<file path="config.mk">
export PLATFORM = sky130hd
export DESIGN_NAME = tcc_timer16
export DESIGN_NICKNAME = d
export VERILOG_FILES = /design/src/inc/tcc_pkg.sv /design/src/inc/tcc_core_if.sv /design/src/logic/tcc_edge_det.sv /design/src/logic/tcc_chan.sv /design/src/logic/tcc_timer16.sv
export VERILOG_INCLUDE_DIRS = /design/src /design/src/inc
export SDC_FILE = /design/constraint.sdc
export NUM_CORES = 1
export LEC_CHECK = 0
export BUFFER_PORTS_ARGS = -buffer_cell sky130_fd_sc_hd__buf_4
export CAP_MARGIN = 20
export CORE_ASPECT_RATIO = 1.4
export CORE_MARGIN = 4
export CORE_UTILIZATION = 61
export DETAILED_ROUTE_END_ITERATION = 8
export PLACE_DENSITY = 0.8
export SYNTH_ARGS = -nofsm -noshare
export SYNTH_HDL_FRONTEND = slang
export SYNTH_SLANG_ARGS = --single-unit
</file>
<file path="constraint.sdc">
create_clock -name i_clock -period 5.8 [get_ports i_clock]
set_input_delay 1.74 -clock i_clock [delete_from_list [all_inputs] [get_ports i_clock]]
set_output_delay 1.74 -clock i_clock [all_outputs]
set_load 0.05 [all_outputs]
</file>
<file path="src/inc/tcc_cfg.svh">
// register map, field positions, reset values and mode codes of the timer
// assumes the including file uses the values as plain text substitutions
`ifndef TCC_CFG_SVH
`define TCC_CFG_SVH

`define TCC_A_CTRL0      4'h0
`define TCC_A_CTRL1      4'h1
`define TCC_A_IOC0       4'h2
`define TCC_A_IOC1       4'h3
`define TCC_A_IOC2       4'h4
`define TCC_A_OPT0       4'h5
`define TCC_A_CCR0       4'h6
`define TCC_A_CCR1       4'h7
`define TCC_A_CNT        4'h8

`define TCC_CNT_IDLE     16'hffff
`define TCC_CNT_MAX      16'hffff
`define TCC_CNT_ZERO     16'h0000
`define TCC_CNT_STEP     16'h0001
`define TCC_WORD_RST     16'h0000

`define TCC_MD_INTERVAL  3'h0
`define TCC_MD_EVENT     3'h1
`define TCC_MD_EXTTRIG   3'h2
`define TCC_MD_ONESHOT   3'h3
`define TCC_MD_PWM       3'h4
`define TCC_MD_FREERUN   3'h5
`define TCC_MD_PULSEW    3'h6

`define TCC_B_RUN        0
`define TCC_F_MODE       2:0
`define TCC_B_EXTCLK     5
`define TCC_B_SWTRIG     6
`define TCC_F_OUTEN      1:0
`define TCC_F_CAP0       1:0
`define TCC_F_CAP1       3:2
`define TCC_F_TRIG       1:0
`define TCC_F_EVT        3:2
`define TCC_B_OVF        0
`define TCC_F_CCS        5:4
`define TCC_F_EDGES      3:0

`define TCC_EDGE_RISE    2'h1
`define TCC_EDGE_FALL    2'h2
`define TCC_EDGE_BOTH    2'h3

`endif

</file>
<file path="src/inc/tcc_pkg.sv">
// types and mode decoding shared by the timer modules
// assumes tcc_cfg.svh is on the include path
`include "tcc_cfg.svh"

package tcc_pkg;

   typedef logic [15:0] tcc_word_t;
   typedef logic [2:0]  tcc_mode_t;

   typedef enum logic [2:0] {
      st_idle = 3'b001,
      st_arm  = 3'b010,
      st_run  = 3'b100
   } tcc_state_e;

   function automatic logic tcc_is_batch(input tcc_mode_t m);
      tcc_is_batch = (m == `TCC_MD_EXTTRIG) || (m == `TCC_MD_PWM);
   endfunction

   function automatic logic tcc_is_trig(input tcc_mode_t m);
      tcc_is_trig = (m == `TCC_MD_EXTTRIG) || (m == `TCC_MD_ONESHOT);
   endfunction

   function automatic logic tcc_is_ovf(input tcc_mode_t m);
      tcc_is_ovf = (m == `TCC_MD_FREERUN) || (m == `TCC_MD_PULSEW);
   endfunction

   function automatic logic tcc_clears(input tcc_mode_t m);
      tcc_clears = !tcc_is_ovf(m);
   endfunction

endpackage

</file>
<file path="src/inc/tcc_core_if.sv">
// signals between the timer core, its edge detectors and its channels
// assumes one instance inside the timer top
`timescale 1ns/10ps
`default_nettype none

interface tcc_core_if;
   import tcc_pkg::*;

   logic [1:0]       pin;
   logic [1:0]       cap_sel0;
   logic [1:0]       cap_sel1;
   logic [1:0]       trig_sel;
   logic [1:0]       evt_sel;
   logic [1:0]       cap_edge;
   logic             trig_edge;
   logic             evt_edge;
   logic [1:0]       wr;
   logic [1:0]       cap;
   tcc_word_t        wdata;
   tcc_word_t        count;
   logic             load;
   logic             anytime;
   logic [1:0][15:0] ccr;
   logic [1:0][15:0] cbuf;

   modport edet (input pin, cap_sel0, cap_sel1, trig_sel, evt_sel,
                 output cap_edge, trig_edge, evt_edge);
   modport chan (input wr, cap, wdata, count, load, anytime,
                 output ccr, cbuf);
   modport core (output pin, cap_sel0, cap_sel1, trig_sel, evt_sel,
                 output wr, cap, wdata, count, load, anytime,
                 input cap_edge, trig_edge, evt_edge, ccr, cbuf);

endinterface

`default_nettype wire

</file>
<file path="src/logic/tcc_edge_det.sv">
// valid-edge detection on both capture pins for capture, and on pin 0 only for trigger and event
// assumes pin levels are already synchronous to i_clock
`timescale 1ns/10ps
`default_nettype none
`include "tcc_cfg.svh"

module tcc_edge_det (
   // clock and reset
   input  wire logic  i_clock,
   input  wire logic  i_rst,
   // core side
   tcc_core_if.edet   io_core
);
   import tcc_pkg::*;

   logic [1:0] prev_r;
   logic [1:0] prev_nxt;

   // select code 00 never fires, so capture is off by default
   function automatic logic edge_hit(input logic [1:0] sel, input logic was,
                                     input logic now);
      case (sel)
         `TCC_EDGE_RISE: edge_hit = !was && now;
         `TCC_EDGE_FALL: edge_hit = was && !now;
         `TCC_EDGE_BOTH: edge_hit = was != now;
         default:        edge_hit = 1'h0;
      endcase
   endfunction

   always_comb begin
      prev_nxt = io_core.pin;
      io_core.cap_edge[0] = edge_hit(io_core.cap_sel0, prev_r[0], io_core.pin[0]);
      io_core.cap_edge[1] = edge_hit(io_core.cap_sel1, prev_r[1], io_core.pin[1]);
      io_core.trig_edge   = edge_hit(io_core.trig_sel, prev_r[0], io_core.pin[0]);
      io_core.evt_edge    = edge_hit(io_core.evt_sel, prev_r[0], io_core.pin[0]);
   end

   // a pin already high at reset release looks like a rising edge
   always_ff @(posedge i_clock or posedge i_rst) begin
      if (i_rst) begin
         prev_r <= '0;
      end else begin
         prev_r <= prev_nxt;
      end
   end

endmodule

`default_nettype wire

</file>
<file path="src/logic/tcc_chan.sv">
// both capture/compare registers and their compare buffers
// assumes the core gates writes and captures by mode
`timescale 1ns/10ps
`default_nettype none
`include "tcc_cfg.svh"

module tcc_chan (
   // clock and reset
   input  wire logic  i_clock,
   input  wire logic  i_rst,
   // core side
   tcc_core_if.chan   io_core
);
   import tcc_pkg::*;

   logic [1:0][15:0] ccr_r;
   logic [1:0][15:0] ccr_nxt;
   logic [1:0][15:0] buf_r;
   logic [1:0][15:0] buf_nxt;

   always_comb begin
      for (int i = 0; i < 2; i++) begin
         // capture beats a write in the same cycle
         if (io_core.cap[i]) begin
            ccr_nxt[i] = io_core.count;
         end else if (io_core.wr[i]) begin
            ccr_nxt[i] = io_core.wdata;
         end else begin
            ccr_nxt[i] = ccr_r[i];
         end
         if (io_core.load) begin
            buf_nxt[i] = io_core.wr[i] ? io_core.wdata : ccr_r[i];
         end else if (io_core.anytime && io_core.wr[i]) begin
            buf_nxt[i] = io_core.wdata;
         end else begin
            buf_nxt[i] = buf_r[i];
         end
      end
   end

   always_ff @(posedge i_clock or posedge i_rst) begin
      if (i_rst) begin
         ccr_r <= {2{`TCC_WORD_RST}};
         buf_r <= {2{`TCC_WORD_RST}};
      end else begin
         ccr_r <= ccr_nxt;
         buf_r <= buf_nxt;
      end
   end

   assign io_core.ccr  = ccr_r;
   assign io_core.cbuf = buf_r;

endmodule

`default_nettype wire

</file>
<file path="src/logic/tcc_timer16.sv">
// 16-bit timer with two capture/compare channels, register port and pins
// assumes capture pins synchronous to i_clock; count clock is i_clock or event edges
//
// Strobed register access and the placing of the registers are this design's own decisions.
`timescale 1ns/10ps
`default_nettype none
`include "tcc_cfg.svh"

module tcc_timer16 (
   // clock and reset
   input  wire logic            i_clock,
   input  wire logic            i_rst,
   // register port
   input  wire logic [3:0]      i_addr,
   input  wire tcc_pkg::tcc_word_t i_wdata,
   input  wire logic            i_wr,
   input  wire logic            i_rd,
   output logic [15:0]          o_rdata,
   // pins
   input  wire logic            i_capture_input_0,
   input  wire logic            i_capture_input_1,
   output logic                 o_toggle_output_0,
   output logic                 o_toggle_output_1,
   // interrupt requests
   output logic                 o_compare_irq_0,
   output logic                 o_compare_irq_1,
   output logic                 o_overflow_irq
);
   import tcc_pkg::*;

   tcc_core_if core ();

   logic       run_enable_bit_r;
   logic       run_enable_bit_nxt;
   tcc_mode_t  mode_select_field_r;
   tcc_mode_t  mode_select_field_nxt;
   logic       external_clock_enable_r;
   logic       external_clock_enable_nxt;
   logic [1:0] outen_r;
   logic [1:0] outen_nxt;
   logic [3:0] capsel_r;
   logic [3:0] capsel_nxt;
   logic [3:0] ioc2_r;
   logic [3:0] ioc2_nxt;
   logic [1:0] capture_select_r;
   logic [1:0] capture_select_nxt;
   logic       overflow_flag_r;
   logic       overflow_flag_nxt;
   tcc_word_t  rdata_r;
   tcc_word_t  rdata_nxt;

   tcc_state_e state_r;
   tcc_state_e state_nxt;
   tcc_word_t  cnt_r;
   tcc_word_t  cnt_nxt;
   logic [1:0] out_r;
   logic [1:0] out_nxt;
   logic       irq0_r;
   logic       irq0_nxt;
   logic       irq1_r;
   logic       irq1_nxt;
   logic       ovirq_r;
   logic       ovirq_nxt;

   logic       sw_trig;
   logic       trig;
   logic       tick;
   logic       running;
   logic       ch0_cmp;
   logic       ch1_cmp;
   logic       hit0;
   logic       hit1;
   logic       load_c;
   logic       ovf_set;
   logic       is_pw;
   logic       is_fr;

   tcc_edge_det u_edet (
      .i_clock (i_clock),
      .i_rst   (i_rst),
      .io_core (core.edet)
   );

   tcc_chan u_chan (
      .i_clock (i_clock),
      .i_rst   (i_rst),
      .io_core (core.chan)
   );

   // mode decode and request qualification
   assign is_pw   = mode_select_field_r == `TCC_MD_PULSEW;
   assign is_fr   = mode_select_field_r == `TCC_MD_FREERUN;
   assign ch0_cmp = !is_pw && !(is_fr && capture_select_r[0]);
   assign ch1_cmp = !is_pw && !(is_fr && capture_select_r[1]);
   assign running = (state_r == st_run) && run_enable_bit_r;
   assign sw_trig = i_wr && (i_addr == `TCC_A_CTRL1) && i_wdata[`TCC_B_SWTRIG];
   // trigger sources do nothing outside the two triggered modes
   assign trig    = tcc_is_trig(mode_select_field_r) && (sw_trig || core.trig_edge);
   assign tick    = (external_clock_enable_r || (mode_select_field_r == `TCC_MD_EVENT)) ?
                    core.evt_edge : 1'h1;
   assign hit0    = cnt_r == core.cbuf[0];
   assign hit1    = cnt_r == core.cbuf[1];

   assign core.pin      = {i_capture_input_1, i_capture_input_0};
   assign core.cap_sel0 = capsel_r[`TCC_F_CAP0];
   assign core.cap_sel1 = capsel_r[`TCC_F_CAP1];
   assign core.trig_sel = ioc2_r[`TCC_F_TRIG];
   assign core.evt_sel  = ioc2_r[`TCC_F_EVT];
   assign core.cap[0]   = running && !ch0_cmp && core.cap_edge[0];
   assign core.cap[1]   = running && !ch1_cmp && core.cap_edge[1];
   // writes in pulse-width mode are dropped: those registers only capture
   assign core.wr[0]    = i_wr && (i_addr == `TCC_A_CCR0) && !is_pw;
   assign core.wr[1]    = i_wr && (i_addr == `TCC_A_CCR1) && !is_pw;
   assign core.wdata    = i_wdata;
   assign core.count    = cnt_r;
   assign core.anytime  = !tcc_is_batch(mode_select_field_r);
   assign core.load     = load_c;

   // register port: writes and registered read data
   always_comb begin
      run_enable_bit_nxt        = run_enable_bit_r;
      mode_select_field_nxt     = mode_select_field_r;
      external_clock_enable_nxt = external_clock_enable_r;
      outen_nxt                 = outen_r;
      capsel_nxt                = capsel_r;
      ioc2_nxt                  = ioc2_r;
      capture_select_nxt        = capture_select_r;
      if (i_wr) begin
         case (i_addr)
            `TCC_A_CTRL0: run_enable_bit_nxt = i_wdata[`TCC_B_RUN];
            `TCC_A_CTRL1: begin
               mode_select_field_nxt     = i_wdata[`TCC_F_MODE];
               external_clock_enable_nxt = i_wdata[`TCC_B_EXTCLK];
            end
            `TCC_A_IOC0: outen_nxt = i_wdata[`TCC_F_OUTEN];
            `TCC_A_IOC1: capsel_nxt = i_wdata[`TCC_F_EDGES];
            `TCC_A_IOC2: ioc2_nxt = i_wdata[`TCC_F_EDGES];
            `TCC_A_OPT0: capture_select_nxt = i_wdata[`TCC_F_CCS];
            default: ;
         endcase
      end
      rdata_nxt = `TCC_WORD_RST;
      if (i_rd) begin
         case (i_addr)
            `TCC_A_CTRL0: rdata_nxt[`TCC_B_RUN] = run_enable_bit_r;
            `TCC_A_CTRL1: begin
               rdata_nxt[`TCC_F_MODE]   = mode_select_field_r;
               rdata_nxt[`TCC_B_EXTCLK] = external_clock_enable_r;
            end
            `TCC_A_IOC0: rdata_nxt[`TCC_F_OUTEN] = outen_r;
            `TCC_A_IOC1: rdata_nxt[`TCC_F_EDGES] = capsel_r;
            `TCC_A_IOC2: rdata_nxt[`TCC_F_EDGES] = ioc2_r;
            `TCC_A_OPT0: begin
               rdata_nxt[`TCC_B_OVF] = overflow_flag_r;
               rdata_nxt[`TCC_F_CCS] = capture_select_r;
            end
            // the whole word is sampled in one edge, so a capture cannot tear it
            `TCC_A_CCR0: rdata_nxt = core.ccr[0];
            `TCC_A_CCR1: rdata_nxt = core.ccr[1];
            `TCC_A_CNT: rdata_nxt = run_enable_bit_r ? cnt_r : `TCC_CNT_ZERO;
            default: rdata_nxt = `TCC_WORD_RST;
         endcase
      end
   end

   // counter, outputs and interrupt pulses
   always_comb begin
      state_nxt = state_r;
      cnt_nxt   = cnt_r;
      out_nxt   = out_r;
      load_c    = 1'h0;
      irq0_nxt  = 1'h0;
      irq1_nxt  = 1'h0;
      ovirq_nxt = 1'h0;
      ovf_set   = 1'h0;
      case (state_r)
         st_idle: begin
            cnt_nxt = `TCC_CNT_IDLE;
            out_nxt = '0;
            if (run_enable_bit_r) begin
               state_nxt = st_arm;
            end
         end
         st_arm: begin
            if (!run_enable_bit_r) begin
               state_nxt = st_idle;
            end else if (tick && (trig || !tcc_is_trig(mode_select_field_r))) begin
               cnt_nxt   = `TCC_CNT_ZERO;
               load_c    = 1'h1;
               state_nxt = st_run;
               if (outen_r[0]) begin
                  out_nxt[0] = !out_r[0];
               end
            end
         end
         st_run: begin
            if (!run_enable_bit_r) begin
               state_nxt = st_idle;
               cnt_nxt   = `TCC_CNT_IDLE;
            end else if (trig) begin
               cnt_nxt = `TCC_CNT_ZERO;
               load_c  = 1'h1;
            end else if (is_pw && (|core.cap)) begin
               cnt_nxt = `TCC_CNT_ZERO;
            end else if (tick) begin
               if (ch0_cmp && hit0) begin
                  irq0_nxt = 1'h1;
                  if (outen_r[0]) begin
                     out_nxt[0] = !out_r[0];
                  end
               end
               if (ch1_cmp && hit1) begin
                  irq1_nxt = 1'h1;
                  if (outen_r[1]) begin
                     out_nxt[1] = !out_r[1];
                  end
               end
               // clearing on the match makes the period value plus one ticks
               if (ch0_cmp && hit0 && tcc_clears(mode_select_field_r)) begin
                  cnt_nxt = `TCC_CNT_ZERO;
                  load_c  = tcc_is_batch(mode_select_field_r);
                  if (mode_select_field_r == `TCC_MD_ONESHOT) begin
                     state_nxt = st_arm;
                     cnt_nxt   = `TCC_CNT_IDLE;
                  end
               end else begin
                  cnt_nxt = cnt_r + `TCC_CNT_STEP;
                  if ((cnt_r == `TCC_CNT_MAX) && tcc_is_ovf(mode_select_field_r)) begin
                     ovf_set   = 1'h1;
                     ovirq_nxt = 1'h1;
                  end
               end
            end
         end
         default: state_nxt = st_idle;
      endcase
      // a wrap in the clearing cycle still sets the flag
      if (ovf_set) begin
         overflow_flag_nxt = 1'h1;
      end else if (!run_enable_bit_r ||
                   (i_wr && (i_addr == `TCC_A_OPT0) && !i_wdata[`TCC_B_OVF])) begin
         overflow_flag_nxt = 1'h0;
      end else begin
         overflow_flag_nxt = overflow_flag_r;
      end
   end

   always_ff @(posedge i_clock or posedge i_rst) begin
      if (i_rst) begin
         run_enable_bit_r        <= 1'h0;
         mode_select_field_r     <= `TCC_MD_INTERVAL;
         external_clock_enable_r <= 1'h0;
         outen_r                 <= '0;
         capsel_r                <= '0;
         ioc2_r                  <= '0;
         capture_select_r        <= '0;
         overflow_flag_r         <= 1'h0;
         rdata_r                 <= `TCC_WORD_RST;
         state_r                 <= st_idle;
         cnt_r                   <= `TCC_CNT_IDLE;
         out_r                   <= '0;
         irq0_r                  <= 1'h0;
         irq1_r                  <= 1'h0;
         ovirq_r                 <= 1'h0;
      end else begin
         run_enable_bit_r        <= run_enable_bit_nxt;
         mode_select_field_r     <= mode_select_field_nxt;
         external_clock_enable_r <= external_clock_enable_nxt;
         outen_r                 <= outen_nxt;
         capsel_r                <= capsel_nxt;
         ioc2_r                  <= ioc2_nxt;
         capture_select_r        <= capture_select_nxt;
         overflow_flag_r         <= overflow_flag_nxt;
         rdata_r                 <= rdata_nxt;
         state_r                 <= state_nxt;
         cnt_r                   <= cnt_nxt;
         out_r                   <= out_nxt;
         irq0_r                  <= irq0_nxt;
         irq1_r                  <= irq1_nxt;
         ovirq_r                 <= ovirq_nxt;
      end
   end

   assign o_rdata           = rdata_r;
   assign o_toggle_output_0 = out_r[0];
   assign o_toggle_output_1 = out_r[1];
   assign o_compare_irq_0   = irq0_r;
   assign o_compare_irq_1   = irq1_r;
   assign o_overflow_irq    = ovirq_r;
endmodule

`default_nettype wire

</file>
Word-level counts from Yosys, hierarchy flattened
Index checks and enable logic that the tools add are counted.
{ "totals": {"reg_bits": 124, "latchBits": 0, "ram_bits": 0, "rom_bits": 0, "in_bits": 26, "output_inout_bits": 21, "word_cells": 225, "memories": 0} }
{ "op_classes": {"add_sub_neg": 1, "mul": 0, "div": 0, "order_cmp": 0, "n_eq_ne": 51, "shifts": 0, "muxes": 82, "bitwise": 0, "reduce_logical": 70} }
{ "ops": {"columns": ["cell", "n"], "rows": [
  ["16-bit 2-to-1 mux", 18],
  ["16-bit case mux with 3 select lines", 1],
  ["1-bit 2-to-1 mux", 35],
  ["16-bit == test", 2],
  ["1-bit logical AND", 30],
  ["10-bit case mux with 3 select lines", 1],
  ["3-bit 2-to-1 mux", 9],
  ["16-bit by 1-bit adder with 16-bit output (second input constant)", 1],
  ["16-bit == test (second input constant)", 1],
  ["2-bit == test (second input constant)", 8],
  ["4-bit by 3-bit == test with 1-bit output (second input constant)", 4],
  ["1-bit logical NOT", 16],
  ["2-bit != test (second input constant)", 8],
  ["1-bit case mux with 3 select lines", 5],
  ["7-bit AND reduction", 2],
  ["3-bit == test (second input constant)", 4],
  ["3-bit != test (second input constant)", 4],
  ["2-bit AND reduction", 6],
  ["1-bit case mux with 5 select lines", 2],
  ["3-bit by 2-bit == test with 1-bit output (second input constant)", 3],
  ["1-bit case mux with 9 select lines", 1],
  ["3-bit case mux with 3 select lines", 1],
  ["2-bit by 1-bit == test with 1-bit output (second input constant)", 4],
  ["4-bit by 2-bit == test with 1-bit output (second input constant)", 2],
  ["other kinds (19)", 36]
]} }

Longest topological paths before layout
Gate-level depths: netlist (run 1).
{ "logic_depth": {"ltp_word": 14, "depth_mapped": 10, "ltp_nobuf": 9} }

Hierarchy
A second synthesis (run 1) with hierarchy kept.
{ "hier_totals": {"cells_unflattened": 726, "area_unflattened_um2": 7303.3} }
{ "modules_own_cells": {"columns": ["module", "n_inst", "cells_each", "area_per_inst_um2", "seq_area_each_um2"], "rows": [
  ["tcc_timer16", 1, 426, 4036.4, 1472.7],
  ["tcc_chan", 1, 269, 3042.9, 1601.5],
  ["tcc_edge_det", 1, 31, 224.0, 50.0]
]} }

Least setup slack after synthesis (run 1)
No wires, ideal clock.
{ "synth_timing": {"path_kind": "input-to-reg", "start": "input port i_capture_input_0", "end": "register u_chan.buf_r, in the netlist u_chan.io_core.cbuf[16]", "setup_ns": 0.066, "arrival_time_ns": 3.672, "required_time_ns": 5.734, "slack_ns": 2.062, "cell_stages": 10, "path_buffers": 1, "path_cell_list": "inv_1 ha_1 nand2b_1 a21boi_1 nor3_4 a211oi_2 o22ai_4 nor2_1 buf_2 a221o_1"} }
{ "synth_between": {"elab_chain_len": 11, "elab_cells_between_ends": 24, "classes_between": "eq/ne: 1; mux: 12; reduce/logical: 11"} }
{ "synth_lines": {"columns": ["element", "line", "source"], "rows": [
  ["start, declared", "tcc_timer16.sv:20", "input wire logic i_capture_input_0,"],
  ["1-bit logical NOT", "tcc_edge_det.sv:24", "`TCC_EDGE_FALL: edge_hit = was && !now;"],
  ["1-bit logical AND", "tcc_edge_det.sv:24", null],
  ["1-bit case mux with 3 select lines", "tcc_edge_det.sv:22", "case (sel)"],
  ["1-bit logical AND / 1-bit logical OR (equally long branches)", "tcc_timer16.sv:109, tcc_timer16.sv:98", null],
  ["2-bit OR reduction / 1-bit logical AND (equally long branches)", "tcc_timer16.sv:203, tcc_timer16.sv:98", null],
  ["1-bit logical AND / 1-bit logical OR (equally long branches)", "tcc_timer16.sv:203, tcc_timer16.sv:187", null],
  ["1-bit 2-to-1 mux / 1-bit logical AND (equally long branches)", "tcc_timer16.sv:203, tcc_timer16.sv:187", null],
  ["1-bit 2-to-1 mux, on equally long branches", "tcc_timer16.sv:200, tcc_timer16.sv:187", null],
  ["1-bit 2-to-1 mux, on equally long branches", "tcc_timer16.sv:197, tcc_timer16.sv:185", null],
  ["1-bit case mux with 2 select lines (*)", "tcc_timer16.sv:176", "case (state_r)"],
  ["16-bit 2-to-1 mux / 2-bit nonzero test (equally long branches)", null, null],
  ["end signal, assigned", "tcc_chan.sv:44", "buf_r <= {2{`TCC_WORD_RST}};"],
  ["end signal, assigned", "tcc_chan.sv:47", "buf_r <= buf_nxt;"],
  ["end, declared", "tcc_chan.sv:18", "logic [1:0][15:0] buf_r;"]
]} }
Mark *: on every way between the ends. The rest lies on a longest branch, timed or not.
A chain may end at the register's enable or synchronous reset.

Worst setup path in the final report (run 1)
{ "layout_timing": {"start": "input port i_addr[3]", "end": "register u_chan.buf_r, in the netlist u_chan.io_core.cbuf[8]"} }
{ "layout_between": {"elab_chain_len": 11, "elab_cells_between_ends": 19, "classes_between": "eq/ne: 2; mux: 7; reduce/logical: 10"} }
{ "layout_lines": {"columns": ["element", "line", "source"], "rows": [
  ["start, declared", "tcc_timer16.sv:14", "input wire logic [3:0] i_addr,"],
  ["4-bit by 1-bit == test with 1-bit output", null, null],
  ["1-bit logical AND (2 in a row)", "tcc_timer16.sv:96", "assign sw_trig = i_wr && (i_addr == `TCC_A_CTRL1) && i_wdata[`TCC_B_SWTRIG];"],
  ["1-bit logical OR", "tcc_timer16.sv:98", "assign trig = tcc_is_trig(mode_select_field_r) && (sw_trig || core.trig_edge);"],
  ["1-bit logical AND", "tcc_timer16.sv:98", null],
  ["1-bit logical OR", "tcc_timer16.sv:187", "end else if (tick && (trig || !tcc_is_trig(mode_select_field_r))) begin"],
  ["1-bit logical AND", "tcc_timer16.sv:187", null],
  ["1-bit 2-to-1 mux", "tcc_timer16.sv:187", null],
  ["1-bit 2-to-1 mux", "tcc_timer16.sv:185", "if (!run_enable_bit_r) begin"],
  ["1-bit case mux with 2 select lines", "tcc_timer16.sv:176", null],
  ["16-bit 2-to-1 mux / 2-bit nonzero test (equally long branches)", null, null]
]} }
Parallel ways exist; a longest one is shown, timed or not.

==> flow_summary.yaml, run 1 <==
logic_synthesis:
  syn-cell-area_um2: 6830
  synth-warning-count: 0
  synth_cells: 689
  synth_cell_types: 65
  avgSynthCellArea_um2: 9.91
  synth_ff_type: "dfrtp_1"
  synthesis.nets: 720
  synth-edff-count: 0
  async_reset_ff_frac: 1.00
  synth_seq_area_share: 0.457
  ys_ff_latch: 124
pwr:
  power.density_nw_per_um2: 442
  p_leak_nw: 3.47
  finalPower_mw: 3.43
  vdd_drop_max_mv: 0.255
routing:
  wl_per_cell_um: 22.1
  drt_iter0_markers: 599
  routed_wl_mm: 19.1
  drc_errors: 0
  postRouteAntennaNets: 0
  vias: 5830
  vias_per_cell: 6.74
  first_pass_iters: 7
critical_path:
  worst_path_largest_cell_delay_ns: 0.77
  setup.worst_path.class: "input pin to flip-flop"
  slowest_stage: "a21oi_2"
  crit_required_ns: 6.15
  reg2reg_from: "mode_select_field_r[0]"
  critPathLaunchType: "input pin"
  end_kind: "flip-flop"
  cp_cell_sequence: "buf_4, nand2b_1, nor4_1, nor2_1, a211oi_2, o22ai_4, a21oi_2, a221o_1"
  worst-path-buf-inv: 1
  cp.arrival_ns: 4.57
  crit_family: "compound AO/OA/AOI/OAI gates"
  r2r_cells: 8
  rrSetupSlack_ns: 2.68
  r2r-end: "u_chan.io_core.cbuf[21]"
  path_max_fanout: 36
timing:
  finalCritPeriodShare: 0.728
  holdWs_ns: 0.540
  slew_violations: 0
  fin_crit_ns: 4.22
  setup_viol: 0
  worst_pin_slew_ns: 1.09
  finClkSkew_ns: 0.00776
  max_freq_mhz: 237
  rsz0062_at_grt: "false"
  setup_slack_ns: 1.58
  setup_tns_ns: 0
  timing.slew.headroom: 0.276
  hold_viol: 0
outcome:
  outcome: "complete, no violations"
die:
  rows: 45
  die_w_um: 97.4
  io_pins: 47
  die_h_um: 133
  start_util: 0.625
  core_um2: 10900
  dieArea_um2: 13000
layout:
  diodes: 0
  layout_common_cells: "dfrtp_1 (107), o21ai_0 (70), nand2_1 (65), buf_4 (57), and3_1 (46)"
  final_common_cell: "dfrtp_1"
  drive_gt1_frac: 0.193
  nFillCells: 805
  layout.cells.non_filler: 865
  final_util: 0.711
  fin_area_um2: 7770
  nets: 744
  area_delta_synth_final_pct: 13.7
clocking:
  clockBufferDepth: 2
  postCtsHoldBufs: 0
  ctsHtreeMaxLevel: 4
  post_cts.repair.setup_buffers: 0
  cts_tree: "built"
  cts.sinks: 124
  clkLatencyLatePin_ns: 0.42
  clk_pin_slew_ns: 0.05
  cts_root_buffer: "clkbuf_16"
  cts-buffers-inserted: 17
  cts_resized: 0
place:
  pre_cts_ws_ns: 1.28
  dp_cells: 835
  io_buffers: 46
  dpl_cell_area_um2: 7220
  gp_congestion: 0.947
  dp_hpwl_mm: 12.9
grt:
  grt_max_degree: 51
  antenna_found_initial: 0
  grt_pass1_wl_mm: 30.8
  grt_pass1_vias: 5933
  grt_usage: 0.302
  overflow: 0
run:
  drv_cap: 0
min_path:
  holdPathStages: 1
  hold_end: "u_chan.io_core.cbuf[7]"
  min-delay-start: "u_chan.io_core.ccr[7]"
  hold_path_class: "flip-flop to flip-flop"
## Yosys cell counts, drive strengths merged, types with 5 or more instances
| master | n | area share |
|---|---|---|
| ha | 5 | 0.0092 |
| a31oi | 5 | 0.0046 |
| nand3 | 15 | 0.012 |
| inv | 21 | 0.012 |
| a222oi | 13 | 0.019 |
| and3 | 46 | 0.042 |
| dfrtp | 107 | 0.39 |
| xnor2 | 32 | 0.041 |
| nor4 | 6 | 0.0055 |
| o21ai | 72 | 0.053 |
| nor2 | 33 | 0.019 |
| a21oi | 15 | 0.013 |
| nand4 | 10 | 0.0092 |
| clkbuf | 37 | 0.021 |
| nand2 | 65 | 0.036 |
| nor2b | 10 | 0.010 |
| nor3 | 6 | 0.0077 |
| buf | 15 | 0.013 |
| mux2 | 18 | 0.030 |
| dfstp | 17 | 0.065 |
| a22o | 13 | 0.017 |
| nand2b | 12 | 0.011 |
| mux2i | 34 | 0.050 |
| a221o | 32 | 0.047 |
## sequential cells by signal (all words and copies together), names as in the netlist
register / count
o_overflow_irq: 1
o_compare_irq_1: 1
external_clock_enable_r: 1
capture_select_r: 2
u_chan.io_core.cbuf: 32
u_edet.prev_r: 2
cnt_r: 16
state_r: 3
o_compare_irq_0: 1
capsel_r: 4
run_enable_bit_r: 1
out_r: 2
u_chan.io_core.ccr: 32
outen_r: 2
mode_select_field_r: 3
o_rdata: 16
ioc2_r: 4
overflow_flag_r: 1
## worst max path at each step
stage                                 start                 endpoint  slack (ns)  cells after the start
after detailed placement  i_capture_input_0  u_chan.io_core.cbuf[21]        1.28                     11
after floorplan                       i_rst              capsel_r[0]        0.79                      1
after global routing      i_capture_input_0  u_chan.io_core.cbuf[23]        1.44                     11
after CTS                 i_capture_input_0  u_chan.io_core.cbuf[21]        1.69                     11
final                             i_addr[3]   u_chan.io_core.cbuf[8]        1.58                      8
after global placement    i_capture_input_0  u_chan.io_core.cbuf[20]        1.38                     11
## routing by layer
layer	up-vias	part of all wire	track usage
met5	-	0	0
met4	0	0.066	0.203
met2	336	0.49	0.492
met1	2829	0.37	0.357
met3	90	0.076	0.0639
li1	2575	-	-
## cells by family after synthesis
| kind of cell | after synthesis | synth area share |
|---|---|---|
| muxes | 52 | 0.0795 |
| buffers and inverters | 73 | 0.0453 |
| and+or+nand+nor | 221 | 0.173 |
| AOI/OAI and AO/OA | 179 | 0.191 |
| adders and majority gates | 5 | 0.00916 |
| xor gates and xnor gates | 35 | 0.0449 |
| DFF | 124 | 0.457 |
## power breakdown
group	switching, mW	total (mW)	internal (mW)
sequential	0.318	1.45	1.13
clock	0.386	0.991	0.605
combinational	0.501	0.993	0.492
## final cells by class
type                       instances  area (um2)  area share
inverter                          21        81.3      0.0105
tap                              141         176      0.0227
sequential                       124        3120       0.402
multi-input combinational        492        3410       0.438
clock buffer                      20         457      0.0588
timing repair buffer              57         428      0.0551
clock inverter                    10        95.1      0.0122
Power figures use the tool's default switching activity.
==> run 2, diff against run 1 <==
CORE_UTILIZATION = 55   (was 61)
PLACE_DENSITY = 0.76   (was 0.8)
clock period = 3.74 ns   (was 5.8 ns; I/O delays follow)
==> run 2 against run 1 <==
Global-route usage decreased by 1.0 points. Combinational power rose by 70%. Design area is 3.4% higher. Register-to-register slack lost 1.8 ns. Wire length increased by 4.7%. Utilization shrank 4.1 points. Die area up 10%. Via count increased by 1.4%. Final cell count is 3.9% higher. Highest routed layer unchanged. Clock skew barely moved. Sequential share of layout area shrank 1.3 points. Worst setup slack got worse by 1.1 ns.
==> flow_summary.yaml, run 2 (same netlist as run 1, synthesis figures left out) <==
grt:
  grt_max_degree: 47
  antenna_found_initial: 0
  grt_pass1_vias: 5955
  grt_pass1_wl_mm: 31.9
  grt_usage: 0.291
  overflow: 0
routing:
  met3RoutedLength_mm: 1.41
  postRouteAntennaNets: 0
  wl_met2_mm: 10.0
  routed_wl_mm: 20.0
  vias_per_cell: 6.58
  vias: 5913
  met1Wirelength_mm: 7.57
  first_pass_iters: 7
  highest_layer: "met4"
  wl_per_cell_um: 22.3
  drc_errors: 0
  drt_iter0_markers: 534
layout:
  multiInputGateArea_um2: 3410
  register_area_um2: 3120
  area_delta_synth_final_pct: 17.7
  nFillCells: 914
  layout.cells.non_filler: 899
  layout_common_cells: "dfrtp_1 (107), buf_4 (81), o21ai_0 (70), nand2_1 (65), and3_1 (46)"
  final_util: 0.670
  drive_gt1_frac: 0.225
  diodes: 0
  nets: 770
  final_common_cell: "dfrtp_1"
critical_path:
  r2r_cells: 9
  critPathLaunchType: "input pin"
  crit_family: "compound AO/OA/AOI/OAI gates"
  reg2reg_from: "u_edet.prev_r[0]"
  path_common_cell: "buf_4"
  crit_required_ns: 4.09
  setup.worst_path.class: "input pin to flip-flop"
  slowest_stage: "a21oi_2"
  path_max_fanout: 16
  worst-path-buf-inv: 3
  end_kind: "flip-flop"
  cp.arrival_ns: 3.63
  rrSetupSlack_ns: 0.92
  r2r-end: "u_chan.io_core.cbuf[26]"
  worst_path_largest_cell_delay_ns: 0.63
  cp_cell_sequence: "buf_4, inv_1, ha_1, nand2b_1, a31oi_1, nor2_1, a211oi_2, o22ai_4, buf_4, a21oi_2, a221o_1"
timing:
  worst_pin_slew_ns: 1.09
  max_freq_mhz: 305
  setup_viol: 0
  finalCritPeriodShare: 0.876
  fin_crit_ns: 3.28
  rsz0062_at_grt: "false"
  slew_violations: 0
  holdWs_ns: 0.543
  hold_viol: 0
  timing.slew.headroom: 0.270
  finClkSkew_ns: 0.00792
place:
  dp_hpwl_mm: 13.9
  gp_congestion: 0.955
  io_buffers: 46
  dp_cells: 866
run:
  drv_cap: 0
clocking:
  cts_root_buffer: "clkbuf_16"
  clk_pin_slew_ns: 0.06
  clockBufferDepth: 2
  ctsHtreeMaxLevel: 4
  cts_resized: 0
  post_cts.repair.setup_buffers: 0
  cts.sinks: 124
  postCtsHoldBufs: 0
  cts-buffers-inserted: 17
  cts_tree: "built"
  clkLatencyLatePin_ns: 0.42
outcome:
  outcome: "complete, no violations"
die:
  dieArea_um2: 14300
  die_h_um: 140
  core_um2: 12000
  start_util: 0.569
  die_w_um: 102
  io_pins: 47
  rows: 47
min_path:
  min-delay-start: "out_r[1]"
  hold_path_class: "flip-flop to flip-flop"
  hold_end: "out_r[1]"
  holdPathStages: 2
pwr:
  power.density_nw_per_um2: 690
  vdd_drop_max_mv: 0.344
  p_leak_nw: 3.63
-- run 2: layout make-up --
| cell class | instances | share of cell area |
|---|---|---|
| multi-input cells | 492 | 0.424 |
| flip-flops and latches | 124 | 0.389 |
| repair buffers | 83 | 0.0807 |
| clock buffers | 17 | 0.0529 |
| well taps | 147 | 0.0229 |
| clock inverters | 15 | 0.0206 |
| inverters | 21 | 0.0103 |
-- run 2: worst max path at each step --
stage                 startpoint                      end  slack, ns  cells past startpoint
4_1_cts        i_capture_input_0   u_chan.io_core.cbuf[6]       0.30                     10
5_1_grt        i_capture_input_0                 cnt_r[6]       0.31                     11
6_report       i_capture_input_0  u_chan.io_core.cbuf[26]       0.46                     11
3_5_place_dp   i_capture_input_0   u_chan.io_core.cbuf[6]      -0.09                     10
2_1_floorplan  i_capture_input_0  u_chan.io_core.cbuf[16]       0.62                     10
3_3_place_gp   i_capture_input_0   u_chan.io_core.cbuf[8]       0.03                     10
-- run 2: through the flow --
step,power (mW),setup WS (ns),area [um2],TNS [ns]
after floorplan,3.30,0.620,6830,0
after global routing,5.80,0.307,8040,0
after global placement,3.78,0.0270,7440,0
final,5.54,0.464,8040,0
after CTS,5.52,0.305,8030,0
after detailed placement,3.84,-0.0871,7440,-0.863
-- run 2: metal layers --
| layer | vias up | global-route usage |
|---|---|---|
| li1 | 2642 | - |
| met1 | 2899 | 0.362 |
| met2 | 298 | 0.470 |
| met3 | 74 | 0.0531 |
| met4 | 0 | 0.164 |
| met5 | - | 0 |
-- run 2: worst register-to-register path, delay by kind of cell (launching register included) --
family | cells | cell delay, ns
and+or+nand+nor | 2 | 0.28
DFF | 1 | 0.38
AOI/OAI and AO/OA | 5 | 1.62
buffers and inverters | 1 | 0.17
adders and majority gates | 1 | 0.30
-- run 2: power breakdown --
| part | switching [mW] | internal [mW] |
|---|---|---|
| logic | 0.854 | 0.835 |
| registers | 0.449 | 1.75 |
| clock network | 0.663 | 0.991 |
| total | 1.97 | 3.58 |
